$ cat src/pkg/wdg_pkg.sv
// shared constants and types of the watchdog with halt control
package wdg_pkg;
	localparam int           ADDR_W        = 8;
	localparam int           DATA_W        = 8;
	localparam int           CNT_W         = 7;
	localparam [ADDR_W-1:0]  REG_WDG_CTRL  = 8'h2A;
	localparam [DATA_W-1:0]  CTRL_RESET    = 8'h7F;
	localparam int           ACT_BIT       = 7;
	localparam int           TOP_BIT       = 6;
	localparam [CNT_W-1:0]   ROLL_FROM     = 7'h40;
	localparam int           TICK_DEFAULT  = 16384;
	localparam int           DLY_W         = 13;
	localparam [DLY_W-1:0]   WAKE_SHORT    = 13'h0100;
	localparam [DLY_W-1:0]   WAKE_LONG     = 13'h1000;
	localparam int           CLK_PERIOD_PS = 25000;
	localparam int           RST_PULSE_US  = 30;
	localparam int           RST_PULSE_CYC =
		(RST_PULSE_US * 1000000 + CLK_PERIOD_PS - 1) / CLK_PERIOD_PS;
	localparam int           PULSE_W       = 11;
	localparam int           STRAP_W       = 3;
	localparam int           STRAP_HW_ON   = 0;
	localparam int           STRAP_HALTRST = 1;
	localparam int           STRAP_LONGDLY = 2;

	typedef enum logic [2:0] {
		ST_RUN,
		ST_HALT_LAST,
		ST_HALT_FROZEN,
		ST_ACTIVE_HALT,
		ST_WAKE_DELAY
	} wdg_state_type;
endpackage

$ cat src/wdg_prescaler.sv
// divider, paused while run is low, giving one tick per watchdog decrement period
`timescale 1ns/1ps
module wdg_prescaler #(
	parameter int DIV = wdg_pkg::TICK_DEFAULT
) (
	input  wire logic sys_clk,
	input  wire logic rst_b,
	input  wire logic run,
	output logic      tick
);
	localparam int W = $clog2(DIV);

	logic [W-1:0] div_q;

	if (DIV < 2) begin
		$error("wdg_prescaler: DIV must be at least 2");
	end

	// phase is never cleared by a refresh write, so the first period
	// after a write is anywhere between one and DIV cycles
	always_ff @(posedge sys_clk) begin
		if (!rst_b)
			div_q <= '0;
		else if (run) begin
			if (div_q == W'(DIV - 1))
				div_q <= '0;
			else
				div_q <= div_q + W'(1);
		end
	end

	assign tick = run && (div_q == W'(DIV - 1));
endmodule

$ cat src/wdg_halt_ctrl.sv
// watchdog downcounter with control register and halt handling
//
// Strobed register access was left to the implementer.
`timescale 1ns/1ps
//
// Operation
// - Plain halt (rtc enable 0, halt reset option 0) raises no reset, decrements once more, then freezes until an interrupt or reset.
// - Waking from plain halt by external interrupt resumes counting only after 256 or 4096 cycles.
// - A reset that ends halt returns the watchdog to disabled unless the always-on option is set.
// - Halt with rtc enable 0 and halt reset option 1 produces a reset instead of halting.
// - Halt with rtc enable 1 enters active halt without reset and the counter holds still.
// - Leaving active halt by rtc or external interrupt resumes counting at once.
// - Leaving active halt by reset resumes counting only after 256 or 4096 cycles.
// - The always-on option keeps the watchdog active and ignores the activation bit.
// - The activation bit 7 is set by software, writing zero does nothing, only reset clears it.
// - The 7-bit counter in bits 6:0 decrements once per 16384 oscillator cycles.
// - While active, the counter stepping from 40h to 3Fh produces a reset, except on the last step of plain halt.
// - The counter decrements even when the watchdog is not activated.
// - A write with the activation bit set and the counter top bit clear resets at once.
// - A watchdog reset drives the reset line low for typically 30 us.
module wdg_halt_ctrl #(
	parameter int TICK_CYCLES = wdg_pkg::TICK_DEFAULT
) (
	input  wire logic                       sys_clk,
	input  wire logic                       rst_b,
	input  wire logic [wdg_pkg::ADDR_W-1:0] regAddr,
	input  wire logic [wdg_pkg::DATA_W-1:0] regWrData,
	input  wire logic                       regWrEn,
	input  wire logic                       regRdEn,
	output logic      [wdg_pkg::DATA_W-1:0] regRdData,
	input  wire logic                       haltExec,
	input  wire logic                       rtcInterruptEnable,
	input  wire logic                       rtcWake,
	input  wire logic                       extIntWake,
	input  wire logic                       hwAlwaysOnPin,
	input  wire logic                       haltResetOptionPin,
	input  wire logic                       wakeDelayLongPin,
	output logic                            resetPinOut,
	output logic                            resetPinOe
);
	import wdg_pkg::*;

	if (TICK_CYCLES < 2) begin
		$error("wdg_halt_ctrl: TICK_CYCLES must be at least 2");
	end

	wdg_state_type        state_q;
	logic [CNT_W-1:0]     count_q;
	logic                 activation_q;
	logic [DLY_W-1:0]     delayCnt_q;
	logic [PULSE_W-1:0]   pulseLeft_q;
	logic                 pulseOn_q;
	logic [DATA_W-1:0]    rdData_q;
	logic [STRAP_W-1:0]   strapMeta_q;
	logic [STRAP_W-1:0]   strap_q;
	logic                 extMeta_q;
	logic                 extWake_q;
	logic                 tick;
	logic                 preRun;
	logic                 ctrlWrite;
	logic                 wdgActive;
	logic                 hwAlwaysOn;
	logic                 haltResetOption;
	logic [DLY_W-1:0]     wakeLimit;
	logic                 delayDone;
	logic                 rollTrig;
	logic                 swTrig;
	logic                 haltTrig;
	logic                 resetTrig;
	logic                 wakeDelayLong;

	// pins and option straps come from outside the clock domain
	always_ff @(posedge sys_clk) begin
		if (!rst_b) begin
			strapMeta_q <= '0;
			strap_q     <= '0;
			extMeta_q   <= 1'b0;
			extWake_q   <= 1'b0;
		end else begin
			strapMeta_q <= {wakeDelayLongPin, haltResetOptionPin,
				hwAlwaysOnPin};
			strap_q     <= strapMeta_q;
			extMeta_q   <= extIntWake;
			extWake_q   <= extMeta_q;
		end
	end

	assign hwAlwaysOn      = strap_q[STRAP_HW_ON];
	assign haltResetOption = strap_q[STRAP_HALTRST];
	// strap is static: a change in mid-delay moves the end point
	assign wakeDelayLong   = strap_q[STRAP_LONGDLY];
	assign wakeLimit       = wakeDelayLong ? WAKE_LONG : WAKE_SHORT;

	assign ctrlWrite = regWrEn && (regAddr == REG_WDG_CTRL);
	assign wdgActive = activation_q || hwAlwaysOn;

	// frozen in active halt, plain halt after its last step, and wake-up delay
	assign preRun = (state_q == ST_RUN) || (state_q == ST_HALT_LAST);

	wdg_prescaler #(
		.DIV (TICK_CYCLES)
	) wdg_prescaler_inst (
		.sys_clk (sys_clk),
		.rst_b   (rst_b),
		.run     (preRun),
		.tick    (tick)
	);

	assign delayDone = (delayCnt_q == wakeLimit - DLY_W'(1));

	// no slow or wait input exists: those modes cannot change counting
	always_ff @(posedge sys_clk) begin
		if (!rst_b)
			state_q <= ST_WAKE_DELAY;
		else begin
			unique case (state_q)
				ST_RUN: begin
					if (haltExec) begin
						if (rtcInterruptEnable)
							state_q <= ST_ACTIVE_HALT;
						else if (!haltResetOption)
							state_q <= ST_HALT_LAST;
					end
				end
				ST_HALT_LAST: begin
					if (extWake_q)
						state_q <= ST_WAKE_DELAY;
					else if (tick)
						state_q <= ST_HALT_FROZEN;
				end
				ST_HALT_FROZEN: begin
					if (extWake_q)
						state_q <= ST_WAKE_DELAY;
				end
				ST_ACTIVE_HALT: begin
					if (rtcWake || extWake_q)
						state_q <= ST_RUN;
				end
				ST_WAKE_DELAY: begin
					if (delayDone)
						state_q <= ST_RUN;
				end
			endcase
		end
	end

	always_ff @(posedge sys_clk) begin
		if (!rst_b)
			delayCnt_q <= '0;
		else if (state_q == ST_WAKE_DELAY && !delayDone)
			delayCnt_q <= delayCnt_q + DLY_W'(1);
		else
			delayCnt_q <= '0;
	end

	// a refresh write wins over a tick in the same cycle
	always_ff @(posedge sys_clk) begin
		if (!rst_b)
			count_q <= CTRL_RESET[CNT_W-1:0];
		else if (ctrlWrite)
			count_q <= regWrData[CNT_W-1:0];
		else if (tick)
			count_q <= count_q - CNT_W'(1);
	end

	always_ff @(posedge sys_clk) begin
		if (!rst_b)
			activation_q <= CTRL_RESET[ACT_BIT];
		else if (ctrlWrite && regWrData[ACT_BIT])
			activation_q <= 1'b1;
	end

	// rollover only counts in run; the last plain-halt step is harmless
	assign rollTrig = tick && (state_q == ST_RUN) && !ctrlWrite
		&& wdgActive && (count_q == ROLL_FROM);
	assign swTrig   = ctrlWrite && regWrData[ACT_BIT]
		&& !regWrData[TOP_BIT];
	assign haltTrig = haltExec && (state_q == ST_RUN)
		&& !rtcInterruptEnable && haltResetOption;
	assign resetTrig = rollTrig || swTrig || haltTrig;

	// the reset request is the only output action, no interrupt
	always_ff @(posedge sys_clk) begin
		if (!rst_b) begin
			pulseOn_q   <= 1'b0;
			pulseLeft_q <= '0;
		end else if (!pulseOn_q) begin
			if (resetTrig) begin
				pulseOn_q   <= 1'b1;
				pulseLeft_q <= PULSE_W'(RST_PULSE_CYC);
			end
		end else begin
			pulseLeft_q <= pulseLeft_q - PULSE_W'(1);
			if (pulseLeft_q == PULSE_W'(1))
				pulseOn_q <= 1'b0;
		end
	end

	// open-drain line: only ever pulled low
	assign resetPinOut = 1'b0;
	assign resetPinOe  = pulseOn_q;

	always_ff @(posedge sys_clk) begin
		if (!rst_b)
			rdData_q <= '0;
		else if (regRdEn && regAddr == REG_WDG_CTRL)
			rdData_q <= {activation_q, count_q};
		else
			rdData_q <= '0;
	end

	assign regRdData = rdData_q;

	logic [PULSE_W-1:0] pulseLen_q;

	always_ff @(posedge sys_clk) begin
		if (!rst_b)
			pulseLen_q <= '0;
		else if (pulseOn_q)
			pulseLen_q <= pulseLen_q + PULSE_W'(1);
		else
			pulseLen_q <= '0;
	end

	// reference length of each wake delay, kept apart from delayCnt_q
	logic [DLY_W-1:0]   wakeLen_q;

	always_ff @(posedge sys_clk) begin
		if (!rst_b)
			wakeLen_q <= '0;
		else if (state_q == ST_WAKE_DELAY)
			wakeLen_q <= wakeLen_q + DLY_W'(1);
		else
			wakeLen_q <= '0;
	end
endmodule

$ cat config.mk
export PLATFORM = sky130hd
export DESIGN_NAME = wdg_halt_ctrl
export DESIGN_NICKNAME = d
export VERILOG_FILES = /design/src/pkg/wdg_pkg.sv /design/src/wdg_prescaler.sv /design/src/wdg_halt_ctrl.sv
export SDC_FILE = /design/constraint.sdc
export NUM_CORES = 1
export LEC_CHECK = 0
export ABC_CLOCK_PERIOD_IN_PS = 3310
export BUFFER_PORTS_ARGS = -buffer_cell sky130_fd_sc_hd__buf_2
export CORE_MARGIN = 2
export CORE_UTILIZATION = 52
export DETAILED_ROUTE_END_ITERATION = 10
export GPL_ROUTABILITY_DRIVEN = 0
export PLACE_DENSITY = 0.83
export SLEW_MARGIN = 20
export SYNTH_ARGS = -nofsm -noshare
export SYNTH_HDL_FRONTEND = slang
export SYNTH_HIERARCHICAL = 1
export SYNTH_SLANG_ARGS = --single-unit
export TNS_END_PERCENT = 1
$ cat constraint.sdc
create_clock -name sys_clk -period 3.31 [get_ports sys_clk]
set_input_delay 0.4965 -clock sys_clk [delete_from_list [all_inputs] [get_ports sys_clk]]
set_output_delay 0.4965 -clock sys_clk [all_outputs]
set_load 0.01 [all_outputs]
# ---- Yosys cells after proc, flatten, opt, wreduce, memory -nomap -nowiden
# Cells that the tools add are included.
dict set report classes {
  addsub 5
  n_mux 18
  multipliers 0
  n_reduce_logical 28
  n_eq_ne 15
  magnitude_cmp 0
  bitwise 0
  div 0
  n_shift 0
}
# op count
set ops {}
lappend ops {{$mux 3} 8}
lappend ops {{$mux 11} 2}
lappend ops {{$pmux 3 s5} 1}
lappend ops {{$add 14x1->14 const B} 1}
lappend ops {{$eq 14x14->1 const B} 1}
lappend ops {{$mux 14} 1}
lappend ops {{$mux 7} 2}
lappend ops {{$add 13x1->13 const B} 1}
lappend ops {{$eq 13x13->1} 1}
lappend ops {{$logic_and 1x1->1} 13}
lappend ops {{$mux 13} 1}
lappend ops {{$sub 13x1->13 const B} 1}
lappend ops {{$eq 11x1->1 const B} 1}
lappend ops {{$sub 11x1->11 const B} 1}
lappend ops {{$eq 8x6->1 const B} 1}
lappend ops {{$ne 2x2->1 const B} 4}
lappend ops {{$eq 7x7->1 const B} 1}
lappend ops {{$sub 7x1->7 const B} 1}
lappend ops {{$eq 3x2->1 const B} 2}
lappend ops {{$ne 3x3->1 const B} 2}
lappend ops {{$reduce_and 6->1} 1}
lappend ops {{$logic_or 1x1->1} 5}
lappend ops {{$logic_not 1->1} 4}
lappend ops {{$reduce_and 2->1} 2}
lappend ops {{5 further kinds} 8}
dict set report word_totals {
  ramBits 0
  mem_count 0
  input_bits 27
  latch_bits 0
  romBits 0
  elab_cells 78
  output_inout_bits 10
  register_bits 66
}

# ---- Depth between registers and ports, before layout
dict set report logic_depth {
  depth_word 11
  ltp_mapped 9
  mapped_depth_nobuf 8
}

# ---- Hierarchy
# The synthesis kept the hierarchy.
# mod area_each_um2 cells_per_inst n_inst seq_area_each_um2
set modules_own_cells {}
lappend modules_own_cells {wdg_halt_ctrl 2336.0 256 1 1041.0}
lappend modules_own_cells {wdg_prescaler 675.6 75 1 280.3}

# ---- Least setup slack after synthesis
# No wires, ideal clock.
dict set report synth_path {
  path_type {reg2reg}
  startpoint {reg state_q[1]}
  endpoint {reg pulseLeft_q[10]}
  setup_ps 96
  required_time_ps 3214
  period_less_slack_ps 3279
  stages_incl_launch_ff 10
  t_arrival_ps 3183
  path_slack_ps 31
  n_path_buf 1
  path_cell_list {dfxtp_1 -> clkbuf_1 -> nor2_1 -> nand3_1 -> or3_1 -> nor2_1 -> or4b_4 -> or4_4 -> o211a_4 -> o41ai_2}
}
dict set report synth_via {
  elab_chain_len 10
  elab_cells_between_ends 14
}
# element line_no
set synth_rtl {}
lappend synth_rtl {{from (decl)} wdg_halt_ctrl.sv:47} ;# wdg_state_type state_q;
lappend synth_rtl {{from (signal assigned)} wdg_halt_ctrl.sv:114} ;# state_q <= ST_WAKE_DELAY;
lappend synth_rtl {{from (signal assigned)} wdg_halt_ctrl.sv:120} ;# state_q <= ST_ACTIVE_HALT;
lappend synth_rtl {{from (signal assigned)} wdg_halt_ctrl.sv:122} ;# state_q <= ST_HALT_LAST;
lappend synth_rtl {{$eq 3x1->1 or $logic_not 3->1 (tied branches)} wdg_halt_ctrl.sv:98} ;# assign preRun = (state_q == ST_RUN) || (state_q == ST_HALT_LAST);
lappend synth_rtl {{$logic_or 1x1->1 (*)} wdg_halt_ctrl.sv:98}
lappend synth_rtl {{named net preRun} wdg_halt_ctrl.sv:59} ;# logic preRun;
lappend synth_rtl {{$logic_and 1x1->1 (*)} wdg_prescaler.sv:32} ;# assign tick = run && (div_q == W'(DIV - 1));
lappend synth_rtl {{named net tick} wdg_halt_ctrl.sv:58} ;# logic tick;
lappend synth_rtl {{$logic_and 1x1->1 (*) (2 in series)} wdg_halt_ctrl.sv:174} ;# assign rollTrig = tick && (state_q == ST_RUN) && !ctrlWrite
lappend synth_rtl {{$logic_and 1x1->1 (*) (2 in series)} wdg_halt_ctrl.sv:175} ;# && wdgActive && (count_q == ROLL_FROM);
lappend synth_rtl {{$logic_or 1x1->1 (*) (2 in series)} wdg_halt_ctrl.sv:180} ;# assign resetTrig = rollTrig || swTrig || haltTrig;
lappend synth_rtl {{$reduce_bool 2->1 (no source line) (*)} n/a}
lappend synth_rtl {{to (signal assigned)} wdg_halt_ctrl.sv:190} ;# pulseLeft_q <= PULSE_W'(RST_PULSE_CYC);
lappend synth_rtl {{to (signal assigned)} wdg_halt_ctrl.sv:193} ;# pulseLeft_q <= pulseLeft_q - PULSE_W'(1);
lappend synth_rtl {{to (decl)} wdg_halt_ctrl.sv:51} ;# logic [PULSE_W-1:0] pulseLeft_q;
# The timed path passes the listed nets; every way through them passes the cells marked *.
# A chain may end at the register's enable or synchronous reset.

# ---- Worst setup path in the final report
dict set report layout_path {
  startpoint {reg wdg_prescaler_inst.div_q[0]}
  endpoint {reg pulseLeft_q[2]}
}
dict set report layout_via {
  elab_chain_len 9
}
# element line_no
set layout_rtl {}
lappend layout_rtl {{from (decl)} wdg_prescaler.sv:13} ;# logic [W-1:0] div_q;
lappend layout_rtl {{from (signal assigned)} wdg_prescaler.sv:28} ;# div_q <= div_q + W'(1);
lappend layout_rtl {{$eq 14x14->1} wdg_prescaler.sv:32}
lappend layout_rtl {{$logic_and 1x1->1} wdg_prescaler.sv:32}
lappend layout_rtl {{named net tick} wdg_halt_ctrl.sv:58}
lappend layout_rtl {{$logic_and 1x1->1 (2 in series)} wdg_halt_ctrl.sv:174}
lappend layout_rtl {{$logic_and 1x1->1 (2 in series)} wdg_halt_ctrl.sv:175}
lappend layout_rtl {{$logic_or 1x1->1 (2 in series)} wdg_halt_ctrl.sv:180}
lappend layout_rtl {{$reduce_bool 2->1 (no source line)} n/a}
# The timed path passes the listed nets, and every way through them passes these cells.

==> summary.txt <==
Outcome
  • Run status: finished, final reports clean

Clock tree
  • Later-pin clock latency in the skew report: 340 ps
  • Clk pin slew, worst setup/hold paths: 70 ps
  • Hold_buf cts: 0
  • Root buffer cell: clkbuf_8
  • Max clock buf depth: 2
  • CTS Sinks: 66
  • CTS tree: built
  • Inserted Clock Buffers: 9
  • Postcts setup bufs: 0
  • CTS resizes: 0
  • # H-tree levels: 3

Critical path
  • Crit Path Max Fanout: 8
  • Critical Path RT: 3520 ps
  • Crit Path Category: flop to flop
  • CP arrival: 3250 ps
  • CP startpoint: wdg_prescaler_inst/div_q[0]$_SDFFE_PN0P_
  • Crit. End Element: flop
  • Startpoint Class: flop
  • Reg-to-reg startpoint: wdg_prescaler_inst/div_q[0]$_SDFFE_PN0P_

Detailed routing
  • Number of DRC markers in iteration 0: 93
  • Vias: 2423
  • WL final: 6.079 mm
  • Vias/cell: 5.421
  • WL/cell: 13.60 um
  • Remaining DRCs: 0
  • Remaining antenna violation count: 0
  • Detailed-router iteration count before antenna repair: 4

STA
  • Max_slew headroom: 0.5303
  • Max Slew Vio Count: 0
  • Final Setup Violations: 0
  • Worst Skew: 8.451 ps
  • RSZ-0062 raised after global routing: false
  • Fmax: 328.8 MHz
  • Final min period: 3041 ps
  • Setup TNS: 0 ps
  • Worst-Margin Slew: 695.1 ps
  • Period utilization: 0.9188
  • Fin. Hold Viols: 0

Power and ir drop
  • Pint: 0.001129 W
  • Clock share of power: 0.411
  • Part of the power in registers: 0.556
  • Sw Share: 0.2218
  • Sw power: 0.0003217 W
  • Power, Total: 0.001451 W
  • Pwr dens: 421.7 mW/mm2
  • Logic gate share of total power: 0.033
  • Leakage: 1.375 nW
  • Peak supply drop: 0.3998 mV

Layout
  • # nets final: 404
  • Share of cells above drive strength 1: 0.1840
  • Most frequent cells in the layout: 66 x dfxtp_1, 35 x nor2_1, 35 x buf_2, 22 x nand2_1, 22 x and2_1
  • Layout Utilization: 0.6208
  • Synth-to-layout area growth: 14.21%
  • Most common cell after layout, fill and taps aside: dfxtp_1
  • # diodes: 0
  • Post-route cell area: 0.003440 mm2

Synth
  • Number of synthesized register bits: 66
  • Synth Flop Type: dfxtp_1
  • Synthesized cell area: 0.003012 mm2
  • Seq/Total Area, Yosys: 0.4387
  • Area leader, netlist: dfxtp_1
  • Top cell type's share of synthesized area: 0.4387
  • Syn_nets: 364
  • Post-Syn Instances: 331
  • Post-synth EDFFs: 0
  • Synthesized area per cell: 9.099 um2
  • Ys async rst share: 0
  • Synth top area cells: dfxtp_1 44%, xnor2_1 5.2%, and2_1 4.6%
  • Synth warnings: 6
  • Post-synth cell types: 59

Min path
  • Worst hold path class: primary input to flop
  • Beginning of the worst hold path: regWrData[2]

Place
  • DP HPWL: 4.260 mm
  • Port-buffer cells: 35
  • Placed cell area: 0.003269 mm2

Global routing
  • First-pass GRT wire length: 9.867 mm
  • Largest net degree at the start of global routing: 37
  • Number of global-route vias before repair: 2258
  • GRT Util Overall: 0.2018
  • Initial antenna violation count: 0
  • Total grt overflow: 0

Floorplan
  • IO Count: 37
  • Initial core utilization: 0.5436
  • Die X-Extent: 80.10 um
  • Die area: 0.006416 mm2
  • Die Y-Extent: 80.10 um
  • CORE AREA: 0.005540 mm2
  • Cell row count: 27

Job
  • Max_cap viols: 0
per-layer routing:
| metal | vias to the layer above | GRT usage | wire length, um |
|---|---|---|---|
| met3 | 10 | 0.04944 | 295 |
| met4 | 0 | 0.1119 | 141 |
| met5 | - | 0 | 0 |
| met2 | 47 | 0.3333 | 2814 |
| li1 | 1257 | - | - |
| met1 | 1109 | 0.2394 | 2828 |
metrics by stage:
stage | cells | setup WS, ps | hold slack [ps]
finish | 447 | 268.9 | 362.6
global route | 447 | 40.79 | 357.4
detailed placement | 432 | 271.8 | 421.6
global placement | 432 | 363.5 | 416.4
floorplan | 331 | 31.18 | 411.9
CTS | 447 | 273.0 | 352.0
synth_stat cells (3+ instances only):
| cell type | count |
|---|---|
| a211oi_1 | 3 |
| a21oi_1 | 4 |
| a31oi_1 | 5 |
| and2_1 | 22 |
| and4_1 | 3 |
| clkbuf_1 | 10 |
| dfxtp_1 | 66 |
| ha_1 | 6 |
| inv_1 | 11 |
| nand2_1 | 22 |
| nand3_1 | 12 |
| nand3b_1 | 3 |
| nand4_1 | 5 |
| nor2_1 | 35 |
| nor3_1 | 10 |
| nor4_1 | 9 |
| nor4b_1 | 3 |
| o211ai_1 | 4 |
| o21ai_0 | 11 |
| o21ai_1 | 4 |
| o31ai_1 | 6 |
| or2_1 | 3 |
| or3_1 | 3 |
| xnor2_1 | 18 |
| xor2_1 | 10 |
registers in the layout (all words and copies together), names as in the netlist:
register and count:
strapMeta_q 3, state_q 3, pulseLeft_q 11, extWake_q 1
delayCnt_q 13, regRdData 8, count_q 7, wdg_prescaler_inst/div_q 14
activation_q 1, extMeta_q 1, strap_q 3, resetPinOe 1
power by group through the flow:
| stage | logic, W | registers (W) | clock network [W] |
|---|---|---|---|
| final | 0.0000481 | 0.000807 | 0.000595 |
| after global routing | 0.0000534 | 0.000807 | 0.000638 |
| after CTS | 0.0000485 | 0.000807 | 0.000609 |
| after detailed placement | 0.0000483 | 0.000825 | 0 |
| after global placement | 0.0000467 | 0.000825 | 0 |
| after floorplan | 0.0000246 | 0.000824 | 0 |
logic make-up after synthesis:
| family | Yosys count | synth area share |
|---|---|---|
| AO/OA/AOI/OAI | 56 | 0.1408 |
| XOR/XNOR | 28 | 0.08143 |
| adder cells (fa/ha/maj) | 6 | 0.02493 |
| buffers and inverters | 22 | 0.02867 |
| flip-flops | 66 | 0.4387 |
| multiplexers | 1 | 0.003324 |
| other | 1 | 0.001245 |
| AND/OR/NAND/NOR | 151 | 0.2809 |
area by class of cell:
class                   count  area, um2
fillers                   465       2101
flip-flops and latches     66       1321
clock buffers              12      155.1
multi-input cells         243       1604
clock inverters             3      15.01
inverters                  11      41.29
well taps                  72      90.09
repair buffers             40      212.7
worst paths after layout:
kind	endpoint	slack [ps]	depth (start not counted)
worst max-delay path	pulseLeft_q[2]$_SDFFE_PN0P_	270	8
worst min-delay path	count_q[2]$_SDFFE_PN1P_	360	3
worst max register to register	pulseLeft_q[2]$_SDFFE_PN0P_	270	8
worst min register to register	strap_q[2]$_SDFF_PN0_	440	1
critical path: stages (launching register included):
cell	delay (ps)
dfxtp_1	390
ha_1	230
nand3_1	120
or3_1	420
nor2_1	160
or4b_4	500
or4_4	550
o211ai_2	380
a311oi_1	150
Power figures use the tool's default switching activity.
